File: config.mk
export PLATFORM = sky130hd
export DESIGN_NAME = remote_phy_command_packets
export DESIGN_NICKNAME = d
export VERILOG_FILES = /design/src/hw/rpcp_pkg.sv /design/src/hw/quad_if.sv /design/src/hw/phy_quad_rx.sv /design/src/hw/phy_quad_tx.sv /design/src/hw/remote_phy_command_packets.sv
export SDC_FILE = /design/constraint.sdc
export NUM_CORES = 1
export LEC_CHECK = 0
export BUFFER_PORTS_ARGS = -buffer_cell sky130_fd_sc_hd__buf_4
export CORE_ASPECT_RATIO = 2
export CORE_UTILIZATION = 58
export CTS_BUF_LIST = sky130_fd_sc_hd__clkbuf_8
export CTS_CLUSTER_SIZE = 40
export DETAILED_ROUTE_END_ITERATION = 12
export GPL_ROUTABILITY_DRIVEN = 0
export GPL_TIMING_DRIVEN = 0
export PLACE_DENSITY_LB_ADDON = 0.1
export SLEW_MARGIN = 30
export SYNTH_ARGS = -nofsm -noshare
export SYNTH_HDL_FRONTEND = slang
export SYNTH_SLANG_ARGS = --single-unit
File: constraint.sdc
create_clock -name clk_sys -period 2.8 [get_ports clk_sys]
set_clock_uncertainty 0.15 [all_clocks]
set_input_delay 0.42 -clock clk_sys [delete_from_list [all_inputs] [get_ports clk_sys]]
set_output_delay 0.42 -clock clk_sys [all_outputs]
set_load 0.005 [all_outputs]
File: src/hw/rpcp_pkg.sv
// Constants, field layouts and register offsets of the remote PHY packet block.
package rpcp_pkg;
   // =====================================================================
   // Register offsets on the plain register port.
   localparam logic [7:0] ADDR_TX_CMD    = 8'h00;
   localparam logic [7:0] ADDR_TX_RESUME = 8'h04;
   localparam logic [7:0] ADDR_LOCAL_ID  = 8'h08;
   localparam logic [7:0] ADDR_STATUS    = 8'h0C;
   localparam logic [7:0] ADDR_TOKEN     = 8'h10;
   localparam logic [7:0] ADDR_CONF      = 8'h14;

   // =====================================================================
   // Field widths and positions in the first quadlet of a PHY packet.
   localparam int NODE_W  = 6;
   localparam int PAGE_W  = 3;
   localparam int PORT_W  = 4;
   localparam int CODE_W  = 3;
   localparam int Q_PID   = 30;
   localparam int Q_NODE  = 24;
   localparam int Q_TYPE  = 18;
   localparam int Q_PAGE  = 15;
   localparam int Q_PORT  = 11;
   localparam int Q_FAULT = 7;
   localparam int Q_CONN  = 6;
   localparam int Q_BIAS  = 5;
   localparam int Q_DIS   = 4;
   localparam int Q_OK    = 3;
   localparam int Q_CODE  = 0;
   localparam logic [1:0] PKT_ID      = 2'h0;
   localparam logic [3:0] TYPE_CMD    = 4'h8;
   localparam logic [3:0] TYPE_CONF   = 4'hA;
   localparam logic [3:0] TYPE_RESUME = 4'hF;

   // =====================================================================
   // Write data layout of the command register.
   localparam int WR_NODE = 0;
   localparam int WR_PAGE = 8;
   localparam int WR_PORT = 12;
   localparam int WR_CODE = 16;

   // =====================================================================
   // Status register bits; the clear bits are write-one-to-clear.
   localparam int ST_BUSY    = 0;
   localparam int ST_CONF    = 1;
   localparam int ST_DISCARD = 2;
   localparam int ST_REFUSED = 15;

   // =====================================================================
   // Receive control token contents for a PHY packet.
   localparam logic [13:0] PHY_PKT_QUADS = 14'h0002;
   localparam logic [1:0]  PHY_PKT_PAD   = 2'h0;

   typedef enum logic [2:0] {
      code_nop     = 3'h0,
      code_disable = 3'h1,
      code_suspend = 3'h2,
      code_clr_flt = 3'h4,
      code_enable  = 3'h5,
      code_resume  = 3'h6
   } cmd_code_t;

   typedef enum logic [1:0] {
      spd_100 = 2'h0,
      spd_200 = 2'h1,
      spd_400 = 2'h2,
      spd_undef = 2'h3
   } speed_t;
endpackage : rpcp_pkg

File: src/hw/quad_if.sv
// Quadlet hand-off between the packet block and its transmit and receive ends.
`timescale 1ns/100ps
interface quad_if;
   logic [31:0] quad;
   logic        good;
   logic        valid;
   logic        ready;
   modport src (output quad, output good, output valid, input ready);
   modport snk (input quad, input good, input valid, output ready);
endinterface : quad_if

File: src/hw/phy_quad_rx.sv
// Receive end: pairs two quadlets and checks that the second inverts the first.
`timescale 1ns/100ps
module phy_quad_rx (
   input  wire logic        clk_sys,
   input  wire logic        rst_n,
   input  wire logic        ce,
   input  wire logic [31:0] rx_data,
   input  wire logic        rx_valid,
   quad_if.src              pair
);
   logic [31:0] first;
   logic        have_first;

   // =====================================================================
   // Pairing; a pair is offered and held until it is accepted by the reader.
   always_ff @(posedge clk_sys or negedge rst_n) begin
      if (!rst_n) begin
         first      <= 32'h0;
         have_first <= 1'b0;
         pair.quad  <= 32'h0;
         pair.good  <= 1'b0;
         pair.valid <= 1'b0;
      end else if (ce) begin
         if (pair.valid && pair.ready) begin
            pair.valid <= 1'b0;
         end
         if (rx_valid && !have_first) begin
            first      <= rx_data;
            have_first <= 1'b1;
         end else if (rx_valid) begin
            pair.quad  <= first;
            pair.good  <= (rx_data == ~first);
            pair.valid <= 1'b1;
            have_first <= 1'b0;
         end
      end
   end
endmodule : phy_quad_rx

File: src/hw/phy_quad_tx.sv
// Transmit end: sends a first quadlet and then its bitwise inverse.
`timescale 1ns/100ps
module phy_quad_tx (
   input  wire logic        clk_sys,
   input  wire logic        rst_n,
   input  wire logic        ce,
   quad_if.snk              pkt,
   output logic [31:0]      tx_data,
   output logic             tx_valid,
   input  wire logic        tx_ready
);
   logic second;

   // A new packet is taken only when nothing is in flight.
   assign pkt.ready = !tx_valid;

   // =====================================================================
   // Quadlet sequencing; the inverse is made here so software never writes it.
   always_ff @(posedge clk_sys or negedge rst_n) begin
      if (!rst_n) begin
         tx_data  <= 32'h0;
         tx_valid <= 1'b0;
         second   <= 1'b0;
      end else if (ce) begin
         if (pkt.valid && pkt.ready) begin
            tx_data  <= pkt.quad;
            tx_valid <= 1'b1;
            second   <= 1'b0;
         end else if (tx_valid && tx_ready) begin
            if (!second) begin
               tx_data <= ~tx_data;
               second  <= 1'b1;
            end else begin
               tx_valid <= 1'b0;
               second   <= 1'b0;
            end
         end
      end
   end
endmodule : phy_quad_tx

File: src/hw/remote_phy_command_packets.sv
// Remote PHY command, resume and confirmation packet framer with register port.
`timescale 1ns/100ps
module remote_phy_command_packets (
   input  wire logic        clk_sys,
   input  wire logic        rst_n,
   input  wire logic        ce,
   input  wire logic [7:0]  addr,
   input  wire logic [31:0] wdata,
   input  wire logic        wr_stb,
   input  wire logic        rd_stb,
   output logic [31:0]      rdata,
   output logic [31:0]      tx_data,
   output logic             tx_valid,
   input  wire logic        tx_ready,
   input  wire logic [31:0] rx_data,
   input  wire logic        rx_valid,
   input  wire logic [4:0]  rx_ack_code,
   input  wire logic [1:0]  rx_speed
);
   typedef enum logic {st_idle, st_offer} tx_state_t;

   tx_state_t                         tx_state;
   logic [31:0]                       offer_quad;
   logic                              offer_resume;
   logic [rpcp_pkg::NODE_W-1:0]       local_id;
   logic [31:0]                       conf_q;
   logic [31:0]                       token;
   logic                              conf_valid;
   logic                              discard;
   logic                              refused;
   logic [4:0]                        ack_hold;
   logic [1:0]                        speed_hold;
   logic                              tx_second;

   quad_if tx_if ();
   quad_if rx_if ();

   // =====================================================================
   // Transmit and receive ends.
   phy_quad_tx u_tx (
      .clk_sys  (clk_sys),
      .rst_n    (rst_n),
      .ce       (ce),
      .pkt      (tx_if.snk),
      .tx_data  (tx_data),
      .tx_valid (tx_valid),
      .tx_ready (tx_ready)
   );

   phy_quad_rx u_rx (
      .clk_sys  (clk_sys),
      .rst_n    (rst_n),
      .ce       (ce),
      .rx_data  (rx_data),
      .rx_valid (rx_valid),
      .pair     (rx_if.src)
   );

   // =====================================================================
   // Register decode. All strobes are ignored while the clock enable is low.
   wire is_wr_cmd    = ce && wr_stb && (addr == rpcp_pkg::ADDR_TX_CMD);
   wire is_wr_resume = ce && wr_stb && (addr == rpcp_pkg::ADDR_TX_RESUME);
   wire is_wr_id     = ce && wr_stb && (addr == rpcp_pkg::ADDR_LOCAL_ID);
   wire is_wr_status = ce && wr_stb && (addr == rpcp_pkg::ADDR_STATUS);
   wire busy         = (tx_state != st_idle) || tx_valid;
   wire launch_req   = is_wr_cmd || is_wr_resume;
   wire launch       = launch_req && !busy;

   // =====================================================================
   // First quadlet of a command: destination node, type, page, port, code.
   wire [rpcp_pkg::NODE_W-1:0] wr_node = wdata[rpcp_pkg::WR_NODE +: rpcp_pkg::NODE_W];
   wire [rpcp_pkg::PAGE_W-1:0] wr_page = wdata[rpcp_pkg::WR_PAGE +: rpcp_pkg::PAGE_W];
   wire [rpcp_pkg::PORT_W-1:0] wr_port = wdata[rpcp_pkg::WR_PORT +: rpcp_pkg::PORT_W];
   wire [rpcp_pkg::CODE_W-1:0] wr_code = wdata[rpcp_pkg::WR_CODE +: rpcp_pkg::CODE_W];

   wire [31:0] cmd_quad = {rpcp_pkg::PKT_ID,
                           wr_node,
                           2'h0,
                           rpcp_pkg::TYPE_CMD,
                           wr_page,
                           wr_port,
                           8'h00,
                           wr_code};

   // Resume names the sender and has no destination, so every node hears it.
   wire [31:0] resume_quad = {rpcp_pkg::PKT_ID,
                              local_id,
                              2'h0,
                              rpcp_pkg::TYPE_RESUME,
                              18'h00000};

   assign tx_if.quad  = offer_quad;
   assign tx_if.good  = 1'b1;
   assign tx_if.valid = (tx_state == st_offer);

   // =====================================================================
   // Transmit launch. A write while busy is dropped and flagged, since the
   // register port can never be stalled.
   always_ff @(posedge clk_sys or negedge rst_n) begin
      if (!rst_n) begin
         tx_state     <= st_idle;
         offer_quad   <= 32'h0;
         offer_resume <= 1'b0;
      end else if (ce) begin
         unique case (tx_state)
            st_idle: begin
               if (launch) begin
                  offer_quad   <= is_wr_cmd ? cmd_quad : resume_quad;
                  offer_resume <= is_wr_resume;
                  tx_state     <= st_offer;
               end
            end
            st_offer: begin
               if (tx_if.ready) begin
                  tx_state <= st_idle;
               end
            end
         endcase
      end
   end

   // =====================================================================
   // Own node identifier, used as the source of resume packets.
   always_ff @(posedge clk_sys or negedge rst_n) begin
      if (!rst_n) begin
         local_id <= '0;
      end else if (is_wr_id) begin
         local_id <= wdata[rpcp_pkg::WR_NODE +: rpcp_pkg::NODE_W];
      end
   end

   // =====================================================================
   // Receive side. Acknowledge and speed arrive beside each quadlet; the
   // values seen with the second quadlet are the ones kept.
   assign rx_if.ready = ce;

   wire conf_hdr  = (rx_if.quad[rpcp_pkg::Q_PID +: 2] == rpcp_pkg::PKT_ID) &&
                    (rx_if.quad[rpcp_pkg::Q_TYPE +: 4] == rpcp_pkg::TYPE_CONF);
   wire conf_take = ce && rx_if.valid && rx_if.good && conf_hdr;
   wire conf_bad  = ce && rx_if.valid && !rx_if.good;

   // Control token of a PHY packet: two quadlets, PHY flag set, no padding.
   wire [31:0] next_token = {2'h0,
                             rpcp_pkg::PHY_PKT_QUADS,
                             1'b0,
                             1'b1,
                             1'b0,
                             ack_hold,
                             rpcp_pkg::PHY_PKT_PAD,
                             speed_hold,
                             4'h0};

   // Acknowledge and speed follow every quadlet, so the pair's second one wins.
   always_ff @(posedge clk_sys or negedge rst_n) begin
      if (!rst_n) begin
         ack_hold   <= 5'h00;
         speed_hold <= 2'h0;
      end else if (ce && rx_valid) begin
         ack_hold   <= rx_ack_code;
         speed_hold <= rx_speed;
      end
   end

   // =====================================================================
   // Confirmation capture. A mismatched pair is dropped and flagged.
   always_ff @(posedge clk_sys or negedge rst_n) begin
      if (!rst_n) begin
         conf_q <= 32'h0;
         token  <= 32'h0;
      end else if (conf_take) begin
         conf_q <= rx_if.quad;
         token  <= next_token;
      end
   end

   // =====================================================================
   // Sticky flags. Hardware setting wins over a software clear in one cycle.
   wire clr_conf    = is_wr_status && wdata[rpcp_pkg::ST_CONF];
   wire clr_discard = is_wr_status && wdata[rpcp_pkg::ST_DISCARD];
   wire clr_refused = is_wr_status && wdata[rpcp_pkg::ST_REFUSED];
   wire set_refused = launch_req && busy;

   always_ff @(posedge clk_sys or negedge rst_n) begin
      if (!rst_n) begin
         conf_valid <= 1'b0;
         discard    <= 1'b0;
         refused    <= 1'b0;
      end else begin
         conf_valid <= conf_take || (conf_valid && !clr_conf);
         discard    <= conf_bad || (discard && !clr_discard);
         refused    <= set_refused || (refused && !clr_refused);
      end
   end

   // =====================================================================
   // Read view. Status shows the last confirmation's port, state and code.
   wire [31:0] status_word = {16'h0000,
                              refused,
                              conf_q[rpcp_pkg::Q_CODE +: rpcp_pkg::CODE_W],
                              conf_q[rpcp_pkg::Q_PORT +: rpcp_pkg::PORT_W],
                              conf_q[rpcp_pkg::Q_FAULT],
                              conf_q[rpcp_pkg::Q_CONN],
                              conf_q[rpcp_pkg::Q_BIAS],
                              conf_q[rpcp_pkg::Q_DIS],
                              conf_q[rpcp_pkg::Q_OK],
                              discard,
                              conf_valid,
                              busy};

   wire [31:0] id_word = {{(32 - rpcp_pkg::NODE_W){1'b0}}, local_id};

   wire [31:0] read_mux = (addr == rpcp_pkg::ADDR_LOCAL_ID) ? id_word     :
                          (addr == rpcp_pkg::ADDR_STATUS)   ? status_word :
                          (addr == rpcp_pkg::ADDR_TOKEN)    ? token       :
                          (addr == rpcp_pkg::ADDR_CONF)     ? conf_q      :
                                                              32'h0;

   // Read data stand for exactly the cycle after the strobe.
   always_ff @(posedge clk_sys or negedge rst_n) begin
      if (!rst_n) begin
         rdata <= 32'h0;
      end else if (ce) begin
         rdata <= rd_stb ? read_mux : 32'h0;
      end
   end

   // =====================================================================
   // Checking helpers: which quadlet of the outgoing pair is on the wire.
   always_ff @(posedge clk_sys or negedge rst_n) begin
      if (!rst_n) begin
         tx_second <= 1'b0;
      end else if (ce && tx_valid && tx_ready) begin
         tx_second <= !tx_second;
      end
   end
endmodule : remote_phy_command_packets

Word level (Yosys, flattened, before mapping)
Index checks and enable logic that the tools add are counted.
W data, S select, Z words.
{"block": "word_totals", "regBits": 222, "in_bits": 86, "output_inout_bits": 65, "wordCells": 100}
{"block": "op_classes", "n_eq_ne": 8, "mux": 23, "bitwise_logic": 4, "n_reduce_logical": 46}
{"operator": "$mux W32", "n": 8}
{"operator": "$not A32 Y32", "n": 2}
{"operator": "$eq A32 B32 Y1", "n": 1}
{"operator": "$mux W30", "n": 1}
{"operator": "$logic_and A1 B1 Y1", "n": 22}
{"operator": "$eq A8 B4 Y1 const B", "n": 2}
{"operator": "$eq A8 B5 Y1 const B", "n": 2}
{"operator": "$mux W1", "n": 13}
{"operator": "$reduce_and A3 Y1", "n": 4}
{"operator": "$eq A8 B3 Y1 const B", "n": 1}
{"operator": "$logic_not A8 Y1", "n": 1}
{"operator": "$logic_not A1 Y1", "n": 7}
{"operator": "$reduce_and A2 Y1", "n": 3}
{"operator": "$reduce_bool A2 Y1", "n": 3}
{"operator": "$logic_or A1 B1 Y1", "n": 5}
{"operator": "$eq A4 B4 Y1 const B", "n": 1}
{"operator": "$logic_not A2 Y1", "n": 1}
{"operator": "$ne A2 B2 Y1 const B", "n": 1}
{"operator": "$not A1 Y1", "n": 2}
{"operator": "$pmux W1 S2", "n": 1}

Logic depth before layout (Yosys ltp)
Gate-level depths: netlist of run 1.
{"block": "logic_depth", "depth_word": 6, "depth_mapped": 8, "depth_no_buf": 5}

Cells and area by module
Synthesis of run 1 repeated with hierarchy kept, for this count alone.
{"block": "unflattened", "hier_cells": 706, "area_unflattened_um2": 9594.2}
{"mod": "remote_phy_command_packets", "n_inst": 1, "cells_per_inst": 323, "area_per_inst_um2": 4478.0, "seq_area_each_um2": 2677.6}
{"mod": "phy_quad_rx", "n_inst": 1, "cells_per_inst": 190, "area_per_inst_um2": 2960.3, "seq_area_each_um2": 1676.6}
{"mod": "phy_quad_tx", "n_inst": 1, "cells_per_inst": 193, "area_per_inst_um2": 2155.8, "seq_area_each_um2": 850.8}

Least setup slack after synthesis of run 1
Ideal clock, no wire load.
{"block": "synth_path", "kind": "in2reg", "start": "input port addr[1]", "end": "register offer_quad[27]", "setup_ns": 0.119, "t_arrival_ns": 2.184, "required_ns": 2.531, "slack_ns": 0.348, "path_stages": 8, "path_buffers": 3, "cell_sequence": "or4_4 or2_1 buf_6 or4_4 buf_6 buf_6 nand2_1 o21ai_2"}
{"block": "synth_via", "elab_chain_cells": 5, "word_cells_on_any_way": 8, "classes_between": "eq/ne (1); mux (1); reduce/logical (6)"}
{"element": "start, declared", "line_no": "remote_phy_command_packets.sv:7", "text": "input wire logic [7:0] addr,"}
{"element": "$eq A8 B3 Y1 or $logic_not A8 Y1 (tied branches)", "line_no": "remote_phy_command_packets.sv:62, remote_phy_command_packets.sv:61"}
{"element": "$logic_and A1 B1 Y1 (on tied branches)", "line_no": "remote_phy_command_packets.sv:62, remote_phy_command_packets.sv:61"}
{"element": "$logic_or A1 B1 Y1", "line_no": "remote_phy_command_packets.sv:66", "text": "wire launch_req = is_wr_cmd || is_wr_resume;"}
{"element": "$logic_and A1 B1 Y1", "line_no": "remote_phy_command_packets.sv:67", "text": "wire launch = launch_req && !busy;"}
{"element": "$reduce_and A3 Y1 (no line)"}
{"element": "end signal, assigned", "line_no": "remote_phy_command_packets.sv:108", "text": "offer_quad <= is_wr_cmd ? cmd_quad : resume_quad;"}
{"element": "end, declared", "line_no": "remote_phy_command_packets.sv:23", "text": "logic [31:0] offer_quad;"}
Several ways; a longest one is shown, not always the timed one.
A chain may end at the register's enable or synchronous reset.

Final worst setup path of run 1
{"block": "layout_path", "start": "register u_rx.pair.quad[31]", "end": "register token[10]"}
{"block": "layout_via", "elab_chain_cells": 3}
{"element": "start, declared", "line_no": "quad_if.sv:8", "text": "modport src (output quad, output good, output valid, input ready);"}
{"element": "start signal, assigned", "line_no": "phy_quad_rx.sv:31", "text": "pair.quad <= first;"}
{"element": "$logic_not A2 Y1", "line_no": "remote_phy_command_packets.sv:137", "text": "wire conf_hdr = (rx_if.quad[rpcp_pkg::Q_PID +: 2] == rpcp_pkg::PKT_ID) &&"}
{"element": "$logic_and A1 B1 Y1", "line_no": "remote_phy_command_packets.sv:137"}
{"element": "$logic_and A1 B1 Y1", "line_no": "remote_phy_command_packets.sv:139", "text": "wire conf_take = ce && rx_if.valid && rx_if.good && conf_hdr;"}
{"element": "end signal, assigned", "line_no": "remote_phy_command_packets.sv:172", "text": "token <= next_token;"}
{"element": "end, declared", "line_no": "remote_phy_command_packets.sv:27", "text": "logic [31:0] token;"}
No other way between the ends.

==> results of run 1 <==
==> sequential cells by signal (all words and copies together) (netlist names), 2 cells and up <==
name / count
offer_quad: 18
u_tx.tx_data: 32
speed_hold: 2
ack_hold: 5
rdata: 32
token: 8
local_id: 6
conf_q: 32
u_rx.pair.quad: 32
u_rx.first: 32
==> cells by family (layout without fill, tap and decap cells) <==
group                  Yosys count  after routing  synth area share
AND/OR/NAND/NOR                188            188             0.109
buffers and inverters           56            293            0.0279
AO/OA/AOI/OAI                  101            101            0.0768
flip-flops                     208            208             0.596
XOR/XNOR                        32             32            0.0321
multiplexers                   124            124             0.158
==> layout by cell type (no fill, tap or decap), types with 3 or more instances in the layout <==
master and instances:
sky130_fd_sc_hd__or2_2 5, sky130_fd_sc_hd__buf_6 4, sky130_fd_sc_hd__xnor2_1 17, sky130_fd_sc_hd__nand2_1 73, sky130_fd_sc_hd__nand3b_1 11, sky130_fd_sc_hd__nor2b_1 8
sky130_fd_sc_hd__o2111ai_1 3, sky130_fd_sc_hd__inv_1 15, sky130_fd_sc_hd__nor2_1 8, sky130_fd_sc_hd__buf_1 4, sky130_fd_sc_hd__dfrtp_1 208, sky130_fd_sc_hd__clkbuf_1 32
sky130_fd_sc_hd__mux2_2 110, sky130_fd_sc_hd__nand4_1 7, sky130_fd_sc_hd__buf_2 3, sky130_fd_sc_hd__a21oi_1 25, sky130_fd_sc_hd__dlygate4sd3_1 56, sky130_fd_sc_hd__o2bb2ai_1 12
sky130_fd_sc_hd__clkinv_2 5, sky130_fd_sc_hd__nor3_1 25, sky130_fd_sc_hd__mux2i_1 14, sky130_fd_sc_hd__o21ai_1 5, sky130_fd_sc_hd__nand3_1 27, sky130_fd_sc_hd__nor4_1 8
sky130_fd_sc_hd__clkbuf_8 36, sky130_fd_sc_hd__nand2b_1 5, sky130_fd_sc_hd__a22o_1 19, sky130_fd_sc_hd__a32o_1 3, sky130_fd_sc_hd__xor2_1 15, sky130_fd_sc_hd__buf_4 132
sky130_fd_sc_hd__o21ai_0 26
==> final timing paths <==
kind | endpoint | from | slack, ns | cells past startpoint
max in group asynchronous | u_tx.tx_data[6]$_DFFE_PN0P_ | rst_n | 1.07 | 4
hold / removal | u_tx.tx_valid$_DFFE_PN0P_ | tx_ready | 0.07 | 3
min in group asynchronous | u_tx.tx_data[2]$_DFFE_PN0P_ | rst_n | 0.31 | 2
setup / recovery | token[10]$_DFFE_PN0P_ | u_rx.pair.quad[31]$_DFFE_PN0P_ | 0.36 | 4
setup reg to reg | token[10]$_DFFE_PN0P_ | u_rx.pair.quad[31]$_DFFE_PN0P_ | 0.36 | 4
hold reg to reg | offer_quad[1]$_DFFE_PN0P_ | offer_quad[1]$_DFFE_PN0P_ | 0.32 | 2
==> Yosys cell counts (all sizes together) (12+ instances only) <==
cell	instances
dfrtp	208
mux2	110
nand2	73
o21ai	33
clkbuf	32
nand3	27
a21oi	25
nor3	25
a22o	19
xnor2	17
xor2	15
mux2i	14
inv	13
o2bb2ai	12
==> power by group <==
group          total [mW]  switching (mW)  internal (mW)
clock                2.32            1.09           1.24
sequential           4.03           0.423           3.60
combinational        1.46           0.597          0.859
total                7.81            2.11           5.70
==> final cells by class <==
class	count	area, sq um	area share
sequential	208	5200	0.466
multi-input combinational	445	3290	0.294
timing repair buffer	191	1620	0.145
clock buffer	36	495	0.0444
tap	195	244	0.0218
buffer	43	195	0.0175
clock inverter	10	73.8	0.00661
inverter	13	48.8	0.00437
==> layer usage <==
layer  vias up  track usage  share of wire
li1       2955            -              -
met1      3156        0.291           0.34
met2       180        0.548           0.58
met3        61       0.0329          0.035
met4         0        0.128          0.045
met5         -            0              0
==> timing repair <==
action,CTS,global route
endpoints found under the hold margin,131,0
hold buffers,56,0
resized for setup,0,0
==> critical path: cells and delay by family, from the launching register on <==
| family | cells | cell delay [ns] |
|---|---|---|
| multiplexers | 1 | 0.41 |
| AND/OR/NAND/NOR | 2 | 0.80 |
| buffers and inverters | 1 | 0.57 |
| flip-flops | 1 | 0.38 |
==> flow_metrics.py, run 1 <==
metrics = {
    "timing": {
        "hold_slack_ns": 0.0711,
        "min_tclk_post_route_ns": 2.44,
        "final_hold_viol_count": 0,
        "rsz0062_at_grt": "no",
        "setup_viol_count_final": 0,
        "timing.final.max_slew_violations": 0,
        "tns_ns": 0,
        "min_period_over_period": 0.872,
        "final.setup.worst_slack_ns": 0.358,
        "worst_slew_pin_slew_ns": 0.682,
        "max-slew-margin-rel": 0.545,
        "clock.fmax_mhz": 409,
    },
    "hold_path": {
        "worst_hold_path_type": "in2reg",
    },
    "route": {
        "post-route-drc-count": 0,
        "drt-pass1-iter-count": 4,
        "post_drt_via_cell_ratio": 5.57,
        "routed_wire_length_um": 21300,
        "routed_wire_length_per_instance_um": 18.6,
        "vias": 6352,
        "iteration_0_drc_count_of_the_detailed_router": 261,
        "antenna_violating_nets_left": 0,
    },
    "pwr": {
        "power_density_nw_per_um2": 699,
        "leakage_nw": 5.38,
        "ir_drop_mv": 0.495,
        "post-layout-total-power_mw": 7.81,
    },
    "global_route": {
        "grt_antenna_before_repair": 0,
        "grt.overflow.total": 0,
        "global_route.usage.total": 0.284,
        "first_global_vias": 6746,
        "grt_first_pass_wirelength_um": 33500,
        "maximum_number_of_pins_on_one_net_before_global_route_repair": 90,
    },
    "floorplanning": {
        "fp.coreArea_sq_um": 14700,
        "io_pins": 151,
        "die_height_um": 176,
        "floorplan.initialDensity": 0.593,
        "die_outline_width_um": 88.8,
        "floorplan.die_area_sq_um": 15600,
        "fp-row-count": 63,
    },
    "worst_setup_path": {
        "timing.setup.critical_path_class": "reg2reg",
        "worst-endpoint-arrival_ns": 2.71,
        "path_cells": "or3_1, nor3_1, clkbuf_1, mux2_2",
        "critPathMaxStageDelay_ns": 0.57,
        "worstSetupEndpointType": "flip-flop",
        "startpoint_type": "flip-flop",
        "req_time_crit_path_ns": 3.07,
        "path_max_fanout": 10,
        "crit_slowest_cell": "sky130_fd_sc_hd__clkbuf_1",
    },
    "finish": {
        "post-route-util": 0.758,
        "n_fill_cell": 1004,
        "diodes": 0,
        "final-instance-count-excl-fill": 1141,
        "flow.area_growth_from_synthesis_pct": 27.9,
        "final_cell_area_sq_um": 11200,
        "design.final.nets": 1016,
        "drive_gt1_frac": 0.325,
    },
    "run_status": {
        "status": "finished, final reports clean",
    },
    "placed_design": {
        "placed_cells": 1039,
        "preCtsSetupSlack_ns": 0.0861,
        "dp.final_hpwl_um": 15500,
        "numPortBuffers": 133,
        "detailed_place.area_sq_um": 10000,
    },
    "logic_synthesis": {
        "synthTopCellsByArea": "sky130_fd_sc_hd__dfrtp_1 60%, sky130_fd_sc_hd__mux2_2 14%, sky130_fd_sc_hd__nand2_1 3.1%, sky130_fd_sc_hd__a22o_1 1.9%, sky130_fd_sc_hd__xnor2_1 1.7%",
        "post-synth-top-area-cell": "sky130_fd_sc_hd__dfrtp_1",
        "synth.net_count": 795,
        "synth_largest_type_area_fraction": 0.596,
        "asyncSetResetFlopFracSynth": 1.00,
        "syn-cell-area_sq_um": 8730,
        "synth_flop_cell": "sky130_fd_sc_hd__dfrtp_1",
        "post_synth_num_cell_types": 42,
        "postSynthCellCount": 709,
        "synth_seq_area_share": 0.596,
        "synth-warning-count": 0,
        "number_of_enable_type_register_cells_in_the_synthesized_netlist": 0,
        "syn_avg_cell_area_sq_um": 12.3,
        "postSynthRegisterBits": 208,
    },
    "clocking": {
        "path_clk_slew_ns": 0.07,
        "cts_inserted_buffers": 28,
        "buffers_inserted_during_post_cts_setup_optimization": 0,
        "cell_chosen_for_the_clock_root": "sky130_fd_sc_hd__clkbuf_8",
        "numClockSinks": 208,
        "clock_tree_from_tritoncts": "built",
        "cts_buffer_depth": 3,
        "cts_max_level": 1,
        "insertion_delay_ns": 0.54,
    },
    "run": {
        "max_cap_viol_count": 0,
    },
}
(Power assumes the default switching activity.)
==> run 2: changes to the inputs <==
--- a/config.mk
+++ b/config.mk
@@ -5,7 +5,7 @@
 export SDC_FILE = /design/constraint.sdc
 export NUM_CORES = 1
 export LEC_CHECK = 0
-export BUFFER_PORTS_ARGS = -buffer_cell sky130_fd_sc_hd__buf_4
+export BUFFER_PORTS_ARGS = -buffer_cell sky130_fd_sc_hd__clkbuf_2
 export CORE_ASPECT_RATIO = 2
 export CORE_UTILIZATION = 58
 export CTS_BUF_LIST = sky130_fd_sc_hd__clkbuf_8
==> run 2 against run 1 <==
Sequential share of layout area increased by 1.7 points. Highest routed layer unchanged. Cell area decreased by 3.5%. Worst setup slack improved by 0.026 ns.
==> flow_metrics.py, run 2 (synthesis gave the netlist of run 1 again) <==
metrics = {
    "run_status": {
        "status": "finished, final reports clean",
    },
    "worst_setup_path": {
        "startpoint": "u_rx.pair.quad[31]$_DFFE_PN0P_",
        "path_max_fanout": 10,
        "worst-r2r-cell-count": 4,
        "startpoint_type": "flip-flop",
        "worst_setup_path_endpoint": "token[5]$_DFFE_PN0P_",
        "worst-endpoint-arrival_ns": 2.68,
        "timing.setup.critical_path_class": "reg2reg",
        "worstSetupEndpointType": "flip-flop",
        "worst_r2r_startpoint": "u_rx.pair.quad[31]$_DFFE_PN0P_",
        "req_time_crit_path_ns": 3.07,
        "reg2reg_slack_ns": 0.38,
        "endpoint_of_the_worst_slack_reg_to_reg_timing_path": "token[5]$_DFFE_PN0P_",
    },
    "clocking": {
        "cts_buffer_depth": 3,
        "cts_inserted_buffers": 28,
        "clock_tree_from_tritoncts": "built",
        "buffers_inserted_during_post_cts_setup_optimization": 0,
        "post_cts_resized": 0,
        "insertion_delay_ns": 0.54,
        "cts_max_level": 1,
        "path_clk_slew_ns": 0.07,
        "cell_chosen_for_the_clock_root": "sky130_fd_sc_hd__clkbuf_8",
        "numClockSinks": 208,
    },
    "route": {
        "iteration_0_drc_count_of_the_detailed_router": 249,
        "antenna_violating_nets_left": 0,
        "post-route-drc-count": 0,
        "vias": 6270,
        "post_drt_via_cell_ratio": 5.49,
        "routed_wire_length_per_instance_um": 18.0,
        "routed_wire_length_um": 20600,
        "drt-pass1-iter-count": 4,
    },
    "hold_path": {
        "whs_path_depth": 2,
        "worst_hold_path_type": "in2reg",
    },
    "timing": {
        "min_tclk_post_route_ns": 2.42,
        "setup_viol_count_final": 0,
        "tns_ns": 0,
        "final_hold_viol_count": 0,
        "min_period_over_period": 0.863,
        "worst_slew_pin_slew_ns": 0.677,
        "clock.fmax_mhz": 414,
        "timing.final.max_slew_violations": 0,
        "rsz0062_at_grt": "no",
        "max-slew-margin-rel": 0.548,
    },
    "global_route": {
        "grt_antenna_before_repair": 1,
        "maximum_number_of_pins_on_one_net_before_global_route_repair": 90,
        "first_global_vias": 6669,
        "global_route.usage.total": 0.278,
        "grt_first_pass_wirelength_um": 32800,
        "grt.overflow.total": 0,
    },
    "floorplanning": {
        "fp.coreArea_sq_um": 14700,
        "floorplan.die_area_sq_um": 15600,
        "die_height_um": 176,
        "floorplan.initialDensity": 0.593,
        "die_outline_width_um": 88.8,
        "io_pins": 151,
        "fp-row-count": 63,
    },
    "placed_design": {
        "numPortBuffers": 133,
        "detailed_place.area_sq_um": 9710,
        "dp.final_hpwl_um": 15300,
    },
    "finish": {
        "mostFrequentLayoutCells": "208 x sky130_fd_sc_hd__dfrtp_1, 132 x sky130_fd_sc_hd__clkbuf_2, 110 x sky130_fd_sc_hd__mux2_2",
        "flow.area_growth_from_synthesis_pct": 23.4,
        "final_cell_area_sq_um": 10800,
        "design.final.nets": 1015,
        "drive_gt1_frac": 0.316,
        "layout_commonest_cell": "sky130_fd_sc_hd__dfrtp_1",
    },
    "pwr": {
        "ir_drop_mv": 0.507,
        "leakage_nw": 5.28,
        "power_density_nw_per_um2": 693,
        "post-layout-total-power_mw": 7.47,
    },
    "run": {
        "max_cap_viol_count": 0,
    },
}
run 2: changes by cell type in the layout (fill, tap and decap cells not counted), sizes merged:
cell / change
dlygate4sd3: -1
diode: +1
clkinv: -4
inv: +10
buf: -133
bufinv: -1
clkbuf: +130
run 2: worst min path at each step:
stage,endpoint,from,slack (ns)
floorplan,ack_hold[0]$_DFFE_PN0P_,rst_n,-0.03
global placement,offer_quad[13]$_DFFE_PN0P_,offer_quad[13]$_DFFE_PN0P_,0.30
detailed placement,offer_quad[11]$_DFFE_PN0P_,offer_quad[11]$_DFFE_PN0P_,0.30
CTS,local_id[2]$_DFFE_PN0P_,wdata[2],0.003
global route,local_id[2]$_DFFE_PN0P_,wdata[2],0.02
finish,local_id[2]$_DFFE_PN0P_,wdata[2],0.03
run 2: worst max-delay path: stages (launching register included):
cell and delay (ns):
sky130_fd_sc_hd__dfrtp_1 0.37, sky130_fd_sc_hd__or3_1 0.37, sky130_fd_sc_hd__nor3_1 0.42, sky130_fd_sc_hd__clkbuf_1 0.57
sky130_fd_sc_hd__mux2_2 0.41
run 2: what timing repair did:
action | in CTS | in global routing
hold buffers | 54 | 1
endpoints found under the setup margin | 0 | 0
endpoints found under the hold margin | 121 | 1
run 2: routing by layer:
layer  share of wire  vias to the layer above  track usage
li1                -                     2950            -
met1            0.35                     3080        0.288
met2            0.57                      172        0.524
met3           0.036                       68       0.0395
met4           0.047                        0        0.137
met5               0                        -            0
run 2: area by class of cell:
cell class,instances,area [sq um]
sequential,208,5200
fill,1089,3960
multi-input combinational,445,3290
timing repair buffer,190,1280
clock buffer,33,454
tap,195,244
buffer,43,195
clock inverter,15,61.3
inverter,13,48.8
antenna,1,2.50
run 2: through the flow:
stage	hold slack [ns]	std cells	utilization	setup WS [ns]
2_1_floorplan	-0.0256	709	-	0.348
3_3_place_gp	0.300	1037	0.654	-2.50
3_5_place_dp	0.305	1039	0.659	0.0851
4_1_cts	0.00275	1141	0.730	0.371
5_1_grt	0.0216	1143	0.731	0.281
6_report	0.0262	1143	0.731	0.383
run 2: report_power, final:
group / internal (mW) / total [mW] / switching [mW]
sequential: 3.60 / 4.02 / 0.419
combinational: 0.731 / 1.32 / 0.586
clock: 1.06 / 2.13 / 1.07
==> run 3: changes to the inputs <==
--- a/config.mk
+++ b/config.mk
@@ -13,7 +13,7 @@
 export DETAILED_ROUTE_END_ITERATION = 12
 export GPL_ROUTABILITY_DRIVEN = 0
 export GPL_TIMING_DRIVEN = 0
-export PLACE_DENSITY_LB_ADDON = 0.1
+export PLACE_DENSITY_LB_ADDON = 0.12
 export SLEW_MARGIN = 30
 export SYNTH_ARGS = -nofsm -noshare
 export SYNTH_HDL_FRONTEND = slang
==> constraint.sdc (replaced) <==
create_clock -name clk_sys -period 2.8 [get_ports clk_sys]
set_clock_uncertainty 0.15 [all_clocks]
set_input_delay 0.84 -clock clk_sys [delete_from_list [all_inputs] [get_ports clk_sys]]
set_output_delay 0.84 -clock clk_sys [all_outputs]
set_load 0.005 [all_outputs]
==> run 3 against run 2 <==
Clock-buffer cell count grew 5. Global-route usage shrank 1.2 points. Sequential power hardly changed. Register-to-register slack gained 0.02 ns. Combinational power down 6%. Cell area shrank 4.6%. Routed wire length down 4.6%. Clock power rose by 7%. Via count is 2.9% lower. Worst setup slack lost 0.13 ns. Final cell count down 4.7%. Die area did not move. Critical endpoint is now rdata[25]$_DFFE_PN0P_. Largest cell class unchanged. Largest power group unchanged. Highest routed layer unchanged.
==> flow_metrics.py, run 3 (synthesis gave the netlist of run 1 again) <==
metrics = {
    "pwr": {
        "pwr-share-clk": 0.302,
        "leakage_nw": 5.07,
        "post-layout-total-power_mw": 7.53,
        "ir_drop_mv": 0.525,
        "power_frac_seq": 0.533,
        "total_switching_power_mw": 2.04,
        "power.internal_mw": 5.49,
        "combPwrFrac": 0.165,
        "switching_share": 0.271,
        "power_density_nw_per_um2": 732,
    },
    "run": {
        "max_cap_viol_count": 0,
    },
    "placed_design": {
        "placed_cells": 1039,
        "preCtsSetupSlack_ns": -0.287,
        "numPortBuffers": 133,
        "detailed_place.area_sq_um": 9710,
        "dp.final_hpwl_um": 15200,
    },
    "route": {
        "vias": 6086,
        "antenna_violating_nets_left": 0,
        "iteration_0_drc_count_of_the_detailed_router": 227,
        "routed_wire_length_per_instance_um": 18.1,
        "post_drt_via_cell_ratio": 5.59,
        "routed_wire_length_um": 19700,
        "post-route-drc-count": 0,
        "drt-pass1-iter-count": 4,
    },
    "clocking": {
        "cts_buffer_depth": 3,
        "path_clk_slew_ns": 0.07,
        "cts_max_level": 1,
        "buffers_inserted_during_post_cts_setup_optimization": 0,
        "numClockSinks": 208,
        "cts_inserted_buffers": 28,
        "insertion_delay_ns": 0.54,
        "post_cts_resized": 0,
        "cell_chosen_for_the_clock_root": "sky130_fd_sc_hd__clkbuf_8",
        "ctsHoldBuffers": 0,
        "clock_tree_from_tritoncts": "built",
    },
    "hold_path": {
        "worst_hold_path_type": "in2async",
    },
    "worst_setup_path": {
        "startpoint_type": "input pin",
        "endpoint_of_the_worst_slack_reg_to_reg_timing_path": "token[9]$_DFFE_PN0P_",
        "worstSetupEndpointType": "flip-flop",
        "path_max_fanout": 10,
        "worst_r2r_startpoint": "u_rx.pair.quad[31]$_DFFE_PN0P_",
        "req_time_crit_path_ns": 3.12,
        "worst-r2r-cell-count": 4,
        "reg2reg_slack_ns": 0.40,
        "timing.setup.critical_path_class": "in2reg",
        "worst-endpoint-arrival_ns": 2.86,
    },
    "finish": {
        "diodes": 0,
        "design.final.nets": 960,
        "final_cell_area_sq_um": 10300,
        "layout_commonest_cell": "sky130_fd_sc_hd__dfrtp_1",
        "mostFrequentLayoutCells": "208 x sky130_fd_sc_hd__dfrtp_1, 132 x sky130_fd_sc_hd__clkbuf_2, 110 x sky130_fd_sc_hd__mux2_2",
        "n_fill_cell": 1111,
        "flow.area_growth_from_synthesis_pct": 17.7,
        "drive_gt1_frac": 0.343,
        "final-instance-count-excl-fill": 1089,
    },
    "timing": {
        "final_hold_viol_count": 0,
        "tns_ns": 0,
        "setup_viol_count_final": 0,
        "timing.final.max_slew_violations": 0,
        "clock.fmax_mhz": 393,
        "max-slew-margin-rel": 0.556,
        "min_tclk_post_route_ns": 2.54,
        "rsz0062_at_grt": "no",
        "worst_slew_pin_slew_ns": 0.666,
        "min_period_over_period": 0.908,
        "final.setup.worst_slack_ns": 0.257,
    },
    "floorplanning": {
        "die_outline_width_um": 88.8,
        "die_height_um": 176,
        "floorplan.die_area_sq_um": 15600,
        "floorplan.initialDensity": 0.593,
        "fp-row-count": 63,
        "io_pins": 151,
        "fp.coreArea_sq_um": 14700,
    },
    "global_route": {
        "maximum_number_of_pins_on_one_net_before_global_route_repair": 79,
        "first_global_vias": 6343,
        "grt.overflow.total": 0,
        "grt_first_pass_wirelength_um": 31300,
        "global_route.usage.total": 0.266,
        "grt_antenna_before_repair": 0,
    },
    "run_status": {
        "status": "finished, final reports clean",
    },
}
-- run 3: cell count changes in the layout (fill, tap and decap cells not counted) --
cell / change
sky130_fd_sc_hd__clkinv_2: +3
sky130_fd_sc_hd__dlygate4sd3_1: -55
sky130_fd_sc_hd__inv_1: -6
sky130_fd_sc_hd__diode_2: -1
sky130_fd_sc_hd__clkbuf_8: +5
-- run 3: cell type report --
type | count | area, sq um | area share
buffer | 43 | 195 | 0.0190
clock inverter | 12 | 53.8 | 0.00523
multi-input combinational | 445 | 3290 | 0.319
timing repair buffer | 135 | 729 | 0.0709
clock buffer | 38 | 523 | 0.0509
sequential | 208 | 5200 | 0.506
tap | 195 | 244 | 0.0237
inverter | 13 | 48.8 | 0.00474
-- run 3: how the worst max path moves through the flow --
stage	start	end	slack, ns	cells after the start
finish	addr[1]	rdata[25]$_DFFE_PN0P_	0.26	9
global route	ce	u_rx.pair.good$_DFFE_PN0P_	0.14	7
detailed placement	addr[1]	offer_quad[20]$_DFFE_PN0P_	-0.29	8
CTS	addr[1]	offer_quad[20]$_DFFE_PN0P_	0.27	8
global placement	rst_n	conf_q[19]$_DFFE_PN0P_	-2.90	1
floorplan	addr[1]	offer_quad[27]$_DFFE_PN0P_	-0.07	8
-- run 3: worst max-delay path, cell delays in order --
cell and delay, ns:
sky130_fd_sc_hd__clkbuf_2 0.08, sky130_fd_sc_hd__or4_4 0.54, sky130_fd_sc_hd__or2_1 0.24, sky130_fd_sc_hd__buf_6 0.14, sky130_fd_sc_hd__nor2_2 0.18, sky130_fd_sc_hd__and3_1 0.24, sky130_fd_sc_hd__buf_2 0.19, sky130_fd_sc_hd__buf_2 0.24
sky130_fd_sc_hd__a22o_1 0.16
-- run 3: stage by stage --
stage | utilization | hold WS [ns]
CTS | 0.698 | 0.179
finish | 0.698 | 0.174
global route | 0.698 | 0.204
floorplan | - | 0.284
detailed placement | 0.659 | 0.306
global placement | 0.654 | 0.301
-- run 3: layer usage --
metal | part of all wire | global-route usage
met1 | 0.34 | 0.269
met2 | 0.58 | 0.513
met3 | 0.042 | 0.0381
met4 | 0.040 | 0.121
met5 | 0 | 0
-- run 3: power groups by stage --
stage               sequential [mW]  clock (mW)  combinational [mW]
floorplan                      3.98           0               0.748
global placement               4.02           0                1.20
detailed placement             4.07           0                1.26
CTS                            4.02        2.32                1.27
global route                   4.10        2.46                1.40
finish                         4.01        2.28                1.24
